<file path="config.mk">
export PLATFORM = sky130hd
export DESIGN_NAME = tsem_monitor
export DESIGN_NICKNAME = d
export VERILOG_FILES = /design/src/design/tsem_decode.v /design/src/design/tsem_monitor.v
export VERILOG_INCLUDE_DIRS = /design/src /design/src/design
export SDC_FILE = /design/constraint.sdc
export NUM_CORES = 1
export LEC_CHECK = 0
export ABC_CLOCK_PERIOD_IN_PS = 800
export BUFFER_PORTS_ARGS = -buffer_cell sky130_fd_sc_hd__buf_2
export CAP_MARGIN = 20
export CORE_UTILIZATION = 24
export CTS_CLUSTER_DIAMETER = 40
export DETAILED_ROUTE_END_ITERATION = 7
export PLACE_DENSITY_LB_ADDON = 0.12
export SLEW_MARGIN = 20
export SYNTH_ARGS = -nofsm -noshare
export SYNTH_HDL_FRONTEND = slang
export SYNTH_SLANG_ARGS = --single-unit
export TNS_END_PERCENT = 50
</file>
<file path="constraint.sdc">
create_clock -name mclk -period 0.8 [get_ports mclk]
set_input_delay 0.04 -clock mclk [delete_from_list [all_inputs] [get_ports mclk]]
set_output_delay 0.04 -clock mclk [all_outputs]
set_load 0.02 [all_outputs]
</file>
<file path="src/design/tsem_defs.vh">
// selection codes, affinity masks and widths of the thread-switch event monitor
`ifndef TSEM_DEFS_VH
`define TSEM_DEFS_VH

`define TSEM_SEL_W          12
`define TSEM_AFF_W          20
`define TSEM_CNT_W          5

`define TSEM_SEL_DROP       12'h0139
`define TSEM_SEL_EXPLICIT_DISABLE       12'h013a
`define TSEM_SEL_IMPLICIT_DISABLE       12'h013b
`define TSEM_SEL_HOLD       12'h013c
`define TSEM_SEL_STALL_ANY  12'h013d
`define TSEM_SEL_STALL_SW   12'h013e
`define TSEM_SEL_STALL_PIPE 12'h013f
`define TSEM_SEL_STALL_RSE  12'h0140
`define TSEM_SEL_STALL_REGISTER_CONFLICT_BLOCKER 12'h0141
`define TSEM_SEL_STALL_FLD  12'h0142
`define TSEM_SEL_SAME       12'h0874

`define TSEM_AFF_ODD        20'h5_5550
`define TSEM_AFF_EVEN       20'ha_aaa0
`define TSEM_AFF_SAME       20'h5_0550

`endif

</file>
<file path="src/design/tsem_decode.v">
// selection-code decoder: event bit and affinity mask for one counter
`timescale 1ns/1ps
`include "tsem_defs.vh"

module tsem_decode (
	input  wire [`TSEM_SEL_W-1:0] sel,
	input  wire [10:0]            ev,
	output reg                    hit,
	output reg  [`TSEM_AFF_W-1:0] aff
);
	// ev order: drop explicit_disable implicit_disable hold any sw pipe rse register_conflict_blocker fld same
	always @* begin
		hit = 1'b0;
		aff = {`TSEM_AFF_W{1'b0}};
		case (sel)
			`TSEM_SEL_DROP:       begin hit = ev[0];  aff = `TSEM_AFF_EVEN; end
			`TSEM_SEL_EXPLICIT_DISABLE:       begin hit = ev[1];  aff = `TSEM_AFF_ODD;  end
			`TSEM_SEL_IMPLICIT_DISABLE:       begin hit = ev[2];  aff = `TSEM_AFF_EVEN; end
			`TSEM_SEL_HOLD:       begin hit = ev[3];  aff = `TSEM_AFF_ODD;  end
			`TSEM_SEL_STALL_ANY:  begin hit = ev[4];  aff = `TSEM_AFF_EVEN; end
			`TSEM_SEL_STALL_SW:   begin hit = ev[5];  aff = `TSEM_AFF_ODD;  end
			`TSEM_SEL_STALL_PIPE: begin hit = ev[6];  aff = `TSEM_AFF_EVEN; end
			`TSEM_SEL_STALL_RSE:  begin hit = ev[7];  aff = `TSEM_AFF_ODD;  end
			`TSEM_SEL_STALL_REGISTER_CONFLICT_BLOCKER: begin hit = ev[8];  aff = `TSEM_AFF_EVEN; end
			`TSEM_SEL_STALL_FLD:  begin hit = ev[9];  aff = `TSEM_AFF_ODD;  end
			`TSEM_SEL_SAME:       begin hit = ev[10]; aff = `TSEM_AFF_SAME; end
			default:              begin hit = 1'b0;   aff = {`TSEM_AFF_W{1'b0}}; end
		endcase
	end
endmodule

</file>
<file path="src/design/tsem_monitor.v">
// back-end thread-switch event sources with per-counter selection
// What this block does
// RL1 - code 0x13a: cycle with switching off because a thread is low power; mask 0x55550
// RL2 - code 0x13b: cycle with switching off because the switch-disable bit is 1
// RL3 - code 0x139: each dropped switch opportunity, by policy, full slice or wait window
// RL4 - code 0x13c: cycle a pending switch is held by camping or rare condition
// RL5 - stall any 0x13d, blocked by pipeline 0x13f, blocked while in switch 0x13e
// RL6 - stall by register conflict 0x141, floating load 0x142, stack engine 0x140
// RL7 - code 0x874: cycle front and back end share one thread; mask 0x50550
// RL8 - at most one increment per source per cycle; counter must lie in affinity mask
`timescale 1ns/1ps
`include "tsem_defs.vh"

module tsem_monitor #(
	parameter NUM_CNT = `TSEM_CNT_W
) (
	input  wire                            mclk,
	input  wire                            rst_n,
	input  wire [1:0]                      low_power_state,
	input  wire                            switch_disable_bit,
	input  wire                            drop_policy,
	input  wire                            drop_full_slice,
	input  wire                            drop_wait_window,
	input  wire                            switch_pending,
	input  wire                            hold_camping,
	input  wire                            hold_rare,
	input  wire                            stall_pipe,
	input  wire                            stall_in_switch,
	input  wire                            register_conflict_blocker,
	input  wire                            floating_load_blocker,
	input  wire                            register_stack_engine,
	input  wire                            front_end_thread,
	input  wire                            back_end_thread,
	input  wire                            pipe_continuous,
	input  wire [NUM_CNT*`TSEM_SEL_W-1:0]  cnt_sel,
	output reg                             explicit_disable,
	output reg                             implicit_disable,
	output reg                             backend_switch_disabled_event,
	output reg                             backend_switch_dropped_event,
	output reg                             backend_switch_held_event,
	output reg                             backend_switch_stall_event,
	output reg                             front_back_same_thread_event,
	output reg  [NUM_CNT-1:0]              cnt_inc
);
	// =====================================================
	// event vector bit positions
	// =====================================================
	localparam EV_DROP = 0;
	localparam EV_EXPLICIT_DISABLE = 1;
	localparam EV_IMPLICIT_DISABLE = 2;
	localparam EV_HOLD = 3;
	localparam EV_ANY  = 4;
	localparam EV_SW   = 5;
	localparam EV_PIPE = 6;
	localparam EV_RSE  = 7;
	localparam EV_REGISTER_CONFLICT_BLOCKER = 8;
	localparam EV_FLD  = 9;
	localparam EV_SAME = 10;
	localparam EV_W    = 11;

	// =====================================================
	// disable sources
	// =====================================================
	wire explicit_disable_w;
	wire implicit_disable_w;
	assign explicit_disable_w = |low_power_state;   // see RL1
	assign implicit_disable_w = switch_disable_bit; // see RL2

	// =====================================================
	// dropped and held switch opportunities
	// =====================================================
	wire drop_w;
	wire hold_w;
	// several causes in one cycle still give one pulse
	assign drop_w = drop_policy | drop_full_slice | drop_wait_window; // see RL3
	// hold reasons only count while a switch waits
	assign hold_w = switch_pending & (hold_camping | hold_rare); // see RL4

	// =====================================================
	// switch stall causes
	// =====================================================
	wire register_conflict_blocker_w;
	wire fld_w;
	wire rse_w;
	wire any_w;
	assign register_conflict_blocker_w = register_conflict_blocker; // see RL6
	assign fld_w  = floating_load_blocker;     // see RL6
	assign rse_w  = register_stack_engine;     // see RL6
	// any cause: pipeline, in switch, or one of the three units
	assign any_w  = stall_pipe | stall_in_switch | register_conflict_blocker_w | fld_w | rse_w; // see RL5

	// =====================================================
	// front and back end on one thread
	// =====================================================
	wire same_w;
	assign same_w = pipe_continuous & (front_end_thread == back_end_thread); // see RL7

	// =====================================================
	// event vector, one bit per source per cycle
	// =====================================================
	wire [EV_W-1:0] ev_w;
	assign ev_w[EV_DROP] = drop_w;          // see RL8
	assign ev_w[EV_EXPLICIT_DISABLE] = explicit_disable_w;          // see RL8
	assign ev_w[EV_IMPLICIT_DISABLE] = implicit_disable_w;          // see RL8
	assign ev_w[EV_HOLD] = hold_w;          // see RL8
	assign ev_w[EV_ANY]  = any_w;           // see RL8
	assign ev_w[EV_SW]   = stall_in_switch; // see RL5
	assign ev_w[EV_PIPE] = stall_pipe;      // see RL5
	assign ev_w[EV_RSE]  = rse_w;           // see RL8
	assign ev_w[EV_REGISTER_CONFLICT_BLOCKER] = register_conflict_blocker_w;          // see RL8
	assign ev_w[EV_FLD]  = fld_w;           // see RL8
	assign ev_w[EV_SAME] = same_w;          // see RL8

	// =====================================================
	// per-counter selection and affinity gating
	// =====================================================
	wire [NUM_CNT-1:0] inc_d;
	genvar             g;
	generate
		for (g = 0; g < NUM_CNT; g = g + 1) begin : g_cnt
			wire                   hit;
			wire [`TSEM_AFF_W-1:0] aff;
			tsem_decode u_dec (
				.sel (cnt_sel[g*`TSEM_SEL_W +: `TSEM_SEL_W]),
				.ev  (ev_w),
				.hit (hit),
				.aff (aff)
			);
			if (g < `TSEM_AFF_W) begin : g_in_mask
				assign inc_d[g] = hit & aff[g]; // see RL8
			end else begin : g_no_mask
				// a counter past the mask width never qualifies
				assign inc_d[g] = 1'b0;
			end
		end
	endgenerate

	// =====================================================
	// explicit disable flag
	// =====================================================
	always @(posedge mclk or negedge rst_n) begin
		if (!rst_n) begin
			explicit_disable <= 1'b0;
		end else begin
			explicit_disable <= explicit_disable_w; // see RL1
		end
	end

	// =====================================================
	// implicit disable flag
	// =====================================================
	always @(posedge mclk or negedge rst_n) begin
		if (!rst_n) begin
			implicit_disable <= 1'b0;
		end else begin
			implicit_disable <= implicit_disable_w; // see RL2
		end
	end

	// =====================================================
	// switching disabled for either reason
	// =====================================================
	always @(posedge mclk or negedge rst_n) begin
		if (!rst_n) begin
			backend_switch_disabled_event <= 1'b0;
		end else begin
			backend_switch_disabled_event <= explicit_disable_w | implicit_disable_w; // see RL1
		end
	end

	// =====================================================
	// dropped opportunity pulse
	// =====================================================
	always @(posedge mclk or negedge rst_n) begin
		if (!rst_n) begin
			backend_switch_dropped_event <= 1'b0;
		end else begin
			backend_switch_dropped_event <= drop_w; // see RL3
		end
	end

	// =====================================================
	// held switch cycles
	// =====================================================
	always @(posedge mclk or negedge rst_n) begin
		if (!rst_n) begin
			backend_switch_held_event <= 1'b0;
		end else begin
			backend_switch_held_event <= hold_w; // see RL4
		end
	end

	// =====================================================
	// stall cycles, any cause
	// =====================================================
	always @(posedge mclk or negedge rst_n) begin
		if (!rst_n) begin
			backend_switch_stall_event <= 1'b0;
		end else begin
			backend_switch_stall_event <= any_w; // see RL5
		end
	end

	// =====================================================
	// same-thread cycles
	// =====================================================
	always @(posedge mclk or negedge rst_n) begin
		if (!rst_n) begin
			front_back_same_thread_event <= 1'b0;
		end else begin
			front_back_same_thread_event <= same_w; // see RL7
		end
	end

	// =====================================================
	// per-counter increments
	// =====================================================
	always @(posedge mclk or negedge rst_n) begin
		if (!rst_n) begin
			cnt_inc <= {NUM_CNT{1'b0}};
		end else begin
			cnt_inc <= inc_d; // see RL8
		end
	end

endmodule

</file>
== Word level (Yosys, flattened, before mapping) ==
Cells that the tools add are included.
Operators by class
  add/subtract/negate cells: 0
  multipliers: 0
  divide/modulo/power cells: 0
  order comparisons: 0
  equality and inequality tests: 56
  shift-type cells: 0
  mux-type cells: 6
  bitwise operators: 15
  reductions and logical operators: 3
Operators by type and width (count)
  == test 12 x 9 -> 1 bit (second input constant): 50
  == test 12 bit (second input constant): 5
  one-hot mux 1 bit (11 select lines): 5
  one-hot mux 5 bit (3 select lines): 1
  OR reduction 5 bit: 2
  bitwise OR 1 bit: 8
  bitwise AND 1 bit (second input constant): 4
  bitwise AND 1 bit: 3
  OR reduction 2 bit: 1
  == test 1 bit: 1
Storage, ports and cells
  bits in registers: 12
  bits in latches: 0
  RAM bits: 0
  bits in read-only memories: 0
  output and inout port bits: 12
  word-level logic and storage cells: 88
  memories kept: 0

== Longest topological paths before layout ==
  depth after elaboration: 6
  gate-level depth with buffers: 5
  depth with buffers taken out: 5

== Modules after synthesis ==
From an unflattened synthesis, not the netlist that was laid out.
Second synthesis, totals
  cells, all modules: 276
  area, all modules: 2205.9 um^2
By module, submodules not included
  tsem_decode: instances 5, cells each 50, area each 364.1 um^2, sequential area each 0.0 um^2
  tsem_monitor: instances 1, cells each 26, area each 385.4 um^2, sequential area each 300.3 um^2

== Least setup slack after synthesis ==
Ideal clock, no wire load.
  path type: input-to-reg
  from: in cnt_sel[48]
  to: reg cnt_inc[4]
  arrival time: 0.939 ns
  data required time: 0.696 ns
  path slack: -0.243 ns
  stages on the path: 5
  buffers on the path: 0
  cells stage by stage: nor4b_1 nand4_1 o22ai_1 nand4b_1 a221oi_1
On the way
  word-level cells in the longest chain between the ends: 4
  elaborated cells between the ends (all ways): 16
  classes of those cells: eq/ne: 11; mux: 2; bitwise: 1; reduce/logical: 2
Ends and longest elaborated chain
  start, declared: RTL line tsem_monitor.v:35  | input wire [NUM_CNT*`TSEM_SEL_W-1:0] cnt_sel,
  == test 12 x 9 -> 1 bit: RTL line tsem_decode.v:15  | case (sel)
  OR reduction 5 bit (no line)
  one-hot mux 5 bit (3 select lines): RTL line tsem_decode.v:15
  bitwise AND 1 bit *: RTL line tsem_monitor.v:130  | assign inc_d[g] = hit & aff[g];
  named net inc_d[4]: RTL line tsem_monitor.v:117  | wire [NUM_CNT-1:0] inc_d;
  end signal, assigned: RTL line tsem_monitor.v:220  | cnt_inc <= {NUM_CNT{1'b0}};
  end signal, assigned: RTL line tsem_monitor.v:222  | cnt_inc <= inc_d;
  end, declared: RTL line tsem_monitor.v:43  | output reg [NUM_CNT-1:0] cnt_inc
Mark *: on every way through the listed nets, which the timed path passes. The rest lies on a longest branch.

== Worst setup path in the final report ==
Ends and elaborated chain as after synthesis.

==> run_results.csv <==
group,metric,value,unit
cells_and_area,fillerInstances,192,
detailed_routing,wl,1050,um
detailed_routing,first_pass_iters,1,
floorplanning,top_level_ports,91,
place,numPortBuffers,38,
detailed_routing,routed_wire_length_per_instance,8.62,um
timing,holdWs,-0.0144,ns
global_routing,initial_antenna_violation_count,0,
clocking,htree_levels,1,
synth,synth_seq_cells,8,
synth,synth-warning-count,0,
place,place.gp.congestion,0.686,
pwr,max-vdd-ir-drop,0.436,mV
run,maxCapViolations,0,
timing,grt_setup_unrepaired,"yes",
floorplanning,starting_density_of_the_core,26.2,%
floorplanning,coreArea,1760,um2
global_routing,groute.usage.overall,11.0,%
synth,mappedNetlistArea,463,um2
timing,hold_viol_final,2,
cells_and_area,post_layout_nonfiller_instances,122,
timing,setup_viol,1,
floorplanning,die_h,45.9,um
clocking,cts_tree,"yes",
cells_and_area,final_cell_mix,"sky130_fd_sc_hd__buf_2 (33), sky130_fd_sc_hd__dfrtp_1 (8), sky130_fd_sc_hd__buf_4 (7), sky130_fd_sc_hd__buf_6 (5)",
detailed_routing,vias_per_cell,4.21,
synth,postSynthCellCount,47,
cells_and_area,layout_commonest_cell,"sky130_fd_sc_hd__buf_2",
global_routing,overflow,0,
worst_setup_path,max_stage_delay,0.25,ns
worst_setup_path,cp_data_required_time,0.96,ns
cells_and_area,drive_gt1_share,58.8,%
worst_setup_path,timing.critical_path.from_type,"primary input",
place,place.detailed.hpwl,913,um
place,preCtsSetupSlack,-0.373,ns
global_routing,grt_pass1_vias,431,
outcome,outcome,"complete, but fails checks",
worst_setup_path,worstPathArrival,1.02,ns
place,placed_cells,116,
worst_setup_path,worstPathCellList,"buf_6 -> nor4b_4 -> nand4_1 -> o22ai_1 -> nand4b_1 -> a221oi_2",
cells_and_area,relative_area_change_from_synthesis_to_final_layout,80.5,%
worst_setup_path,critical_path.slowest_cell,"sky130_fd_sc_hd__nor4b_4",
synth,yosysSeqAreaShare,43.2,%
clocking,reg_clk_slew_reported_paths,0.05,ns
cells_and_area,diodes,0,
global_routing,grt_max_degree,9,
detailed_routing,route.antenna.remaining_nets,0,
global_routing,grt_pass1_wl,1640,um
detailed_routing,detailedRoute.firstIterationViolations,0,
outcome,violations_in_the_final_reports,"negative hold slack, negative setup slack",
cells_and_area,sequential_cell_area,200,um2
hold_path,hp-class,"in2reg",
pwr,pwr_density_cell,1190,nW/um2
floorplanning,die_area,2110,um2
clocking,cts_max_path_buffers,2,
clocking,cts_root_buf,"sky130_fd_sc_hd__clkbuf_4",
clocking,cts_num_sinks,8,
floorplanning,chipWidth,45.9,um
timing,final_critical_path_setup_slack,-0.0618,ns
cells_and_area,multi_input_combinational_cell_area,270,um2
worst_setup_path,timing.critical_path.fanout_max,2,
worst_setup_path,worst-setup-path-type,"in2reg",
cells_and_area,final_nets,178,
pwr,leakage,0.415,nW
synth,post_synth.cell_area_avg,9.85,um2
timing,fin_crit_sh,108,%
timing,drv_slew,0,
clocking,cts_made_buffers,3,
floorplanning,rows,15,
detailed_routing,detail_route.drc_violations,0,
timing,max_freq,1160,MHz
timing,timing.final.crit_period,0.862,ns
synth,ys_types,27,
detailed_routing,via_count,514,
worst_setup_path,critical_path.endpoint_type,"register",
## registers in the layout, summed over array words and instances, names as in the netlist
signal                         count
implicit_disable                   1
backend_switch_disabled_event      1
backend_switch_held_event          1
backend_switch_stall_event         1
backend_switch_dropped_event       1
cnt_inc                            1
explicit_disable                   1
front_back_same_thread_event       1
## critical path: cells and delay by family
family	cells	cell delay, ns
simple gates	3	0.50
compound gates	2	0.37
buf+inv	1	0.10
## kinds of logic after synthesis
| group | after synthesis | synth area share [%] |
|---|---|---|
| AO/OA/AOI/OAI | 9 | 13.5 |
| AND/OR/NAND/NOR | 21 | 30.3 |
| XOR/XNOR | 1 | 1.89 |
| flip-flops | 8 | 43.2 |
| multiplexers | 1 | 2.16 |
| other | 1 | 0.810 |
| buffers and inverters | 6 | 8.11 |
## path summary, 6_finish.rpt
check                                                         end             start  slack, ns  cells past startpoint
max in group asynchronous     backend_switch_held_event$_DFF_PN0_             rst_n       0.47                      2
hold / removal             backend_switch_dropped_event$_DFF_PN0_  drop_wait_window      -0.01                      2
min in group asynchronous              implicit_disable$_DFF_PN0_             rst_n       0.17                      2
setup / recovery                             cnt_inc[4]$_DFF_PN0_       cnt_sel[48]      -0.06                      6
## cell usage after synthesis
| library cell | number | area (um2) |
|---|---|---|
| sky130_fd_sc_hd__o21ai_0 | 3 | 15.0 |
| sky130_fd_sc_hd__or2b_2 | 1 | 8.76 |
| sky130_fd_sc_hd__nand2_1 | 4 | 15.0 |
| sky130_fd_sc_hd__nand4_1 | 2 | 12.5 |
| sky130_fd_sc_hd__nor3_1 | 2 | 10.0 |
| sky130_fd_sc_hd__conb_1 | 1 | 3.75 |
| sky130_fd_sc_hd__nand4b_1 | 2 | 17.5 |
| sky130_fd_sc_hd__or2_2 | 1 | 6.26 |
| sky130_fd_sc_hd__nor2_1 | 1 | 3.75 |
| sky130_fd_sc_hd__mux2i_1 | 1 | 10.0 |
| sky130_fd_sc_hd__a21bo_2 | 1 | 10.0 |
| sky130_fd_sc_hd__nor4b_1 | 1 | 8.76 |
| sky130_fd_sc_hd__nor3b_1 | 1 | 7.51 |
| sky130_fd_sc_hd__nand3b_1 | 1 | 7.51 |
| sky130_fd_sc_hd__a21oi_1 | 1 | 5.00 |
| sky130_fd_sc_hd__inv_1 | 2 | 7.51 |
| sky130_fd_sc_hd__o211a_1 | 1 | 10.0 |
| sky130_fd_sc_hd__or3_1 | 2 | 12.5 |
| sky130_fd_sc_hd__nor3_4 | 1 | 16.3 |
| sky130_fd_sc_hd__nor2b_1 | 1 | 6.26 |
| sky130_fd_sc_hd__xnor2_1 | 1 | 8.76 |
| sky130_fd_sc_hd__buf_4 | 4 | 30.0 |
| sky130_fd_sc_hd__or2b_1 | 1 | 7.51 |
| sky130_fd_sc_hd__a221oi_1 | 1 | 8.76 |
| sky130_fd_sc_hd__o22ai_1 | 1 | 6.26 |
| sky130_fd_sc_hd__dfrtp_1 | 8 | 200 |
| sky130_fd_sc_hd__o21a_1 | 1 | 7.51 |
## stage by stage
stage                     instance area, um2  hold WS, ns  util, %  setup TNS [ns]  total power, mW
after floorplan                          485       -0.256        -          -0.150            0.541
after global placement                   729       -0.110     41.3          -0.350            0.675
after detailed placement                 729       -0.114     41.3          -0.373            0.677
after CTS                                816      -0.0207     46.2          -0.128             1.00
after global routing                     836      -0.0256     47.4          -0.370             1.07
final                                    836      -0.0144     47.4         -0.0618            0.991
## routing by layer
layer / global-route usage [%] / vias to the layer above / part of all wire, %
met1: 13.3 / 220 / 41
met4: 7.06 / 0 / 0
li1: - / 264 / -
met3: 2.78 / 0 / 11
met5: 0 / - / 0
met2: 17.2 / 30 / 48
## final cells by class
cell class / count / area share (%)
Clock buffer: 3 / 2.69
Inverter: 2 / 0.898
Multi-Input combinational cell: 36 / 32.3
Sequential cell: 8 / 24.0
Tap cell: 25 / 3.74
Timing Repair Buffer: 48 / 36.4
## repair_timing
item | 4_1_cts | 5_1_grt
setup buffers | 0 | 0
resized for setup | 7 | 8
hold buffers | 3 | 1
setup endpoints to repair | 5 | 10
pin swaps | 0 | 2
endpoints found under the hold margin | 12 | 3
## power breakdown
part / internal, mW / total, mW / switching [mW]
registers: 0.422 / 0.427 / 0.00475
logic: 0.148 / 0.275 / 0.127
clock network: 0.170 / 0.289 / 0.119
Power figures use the tool's default switching activity.
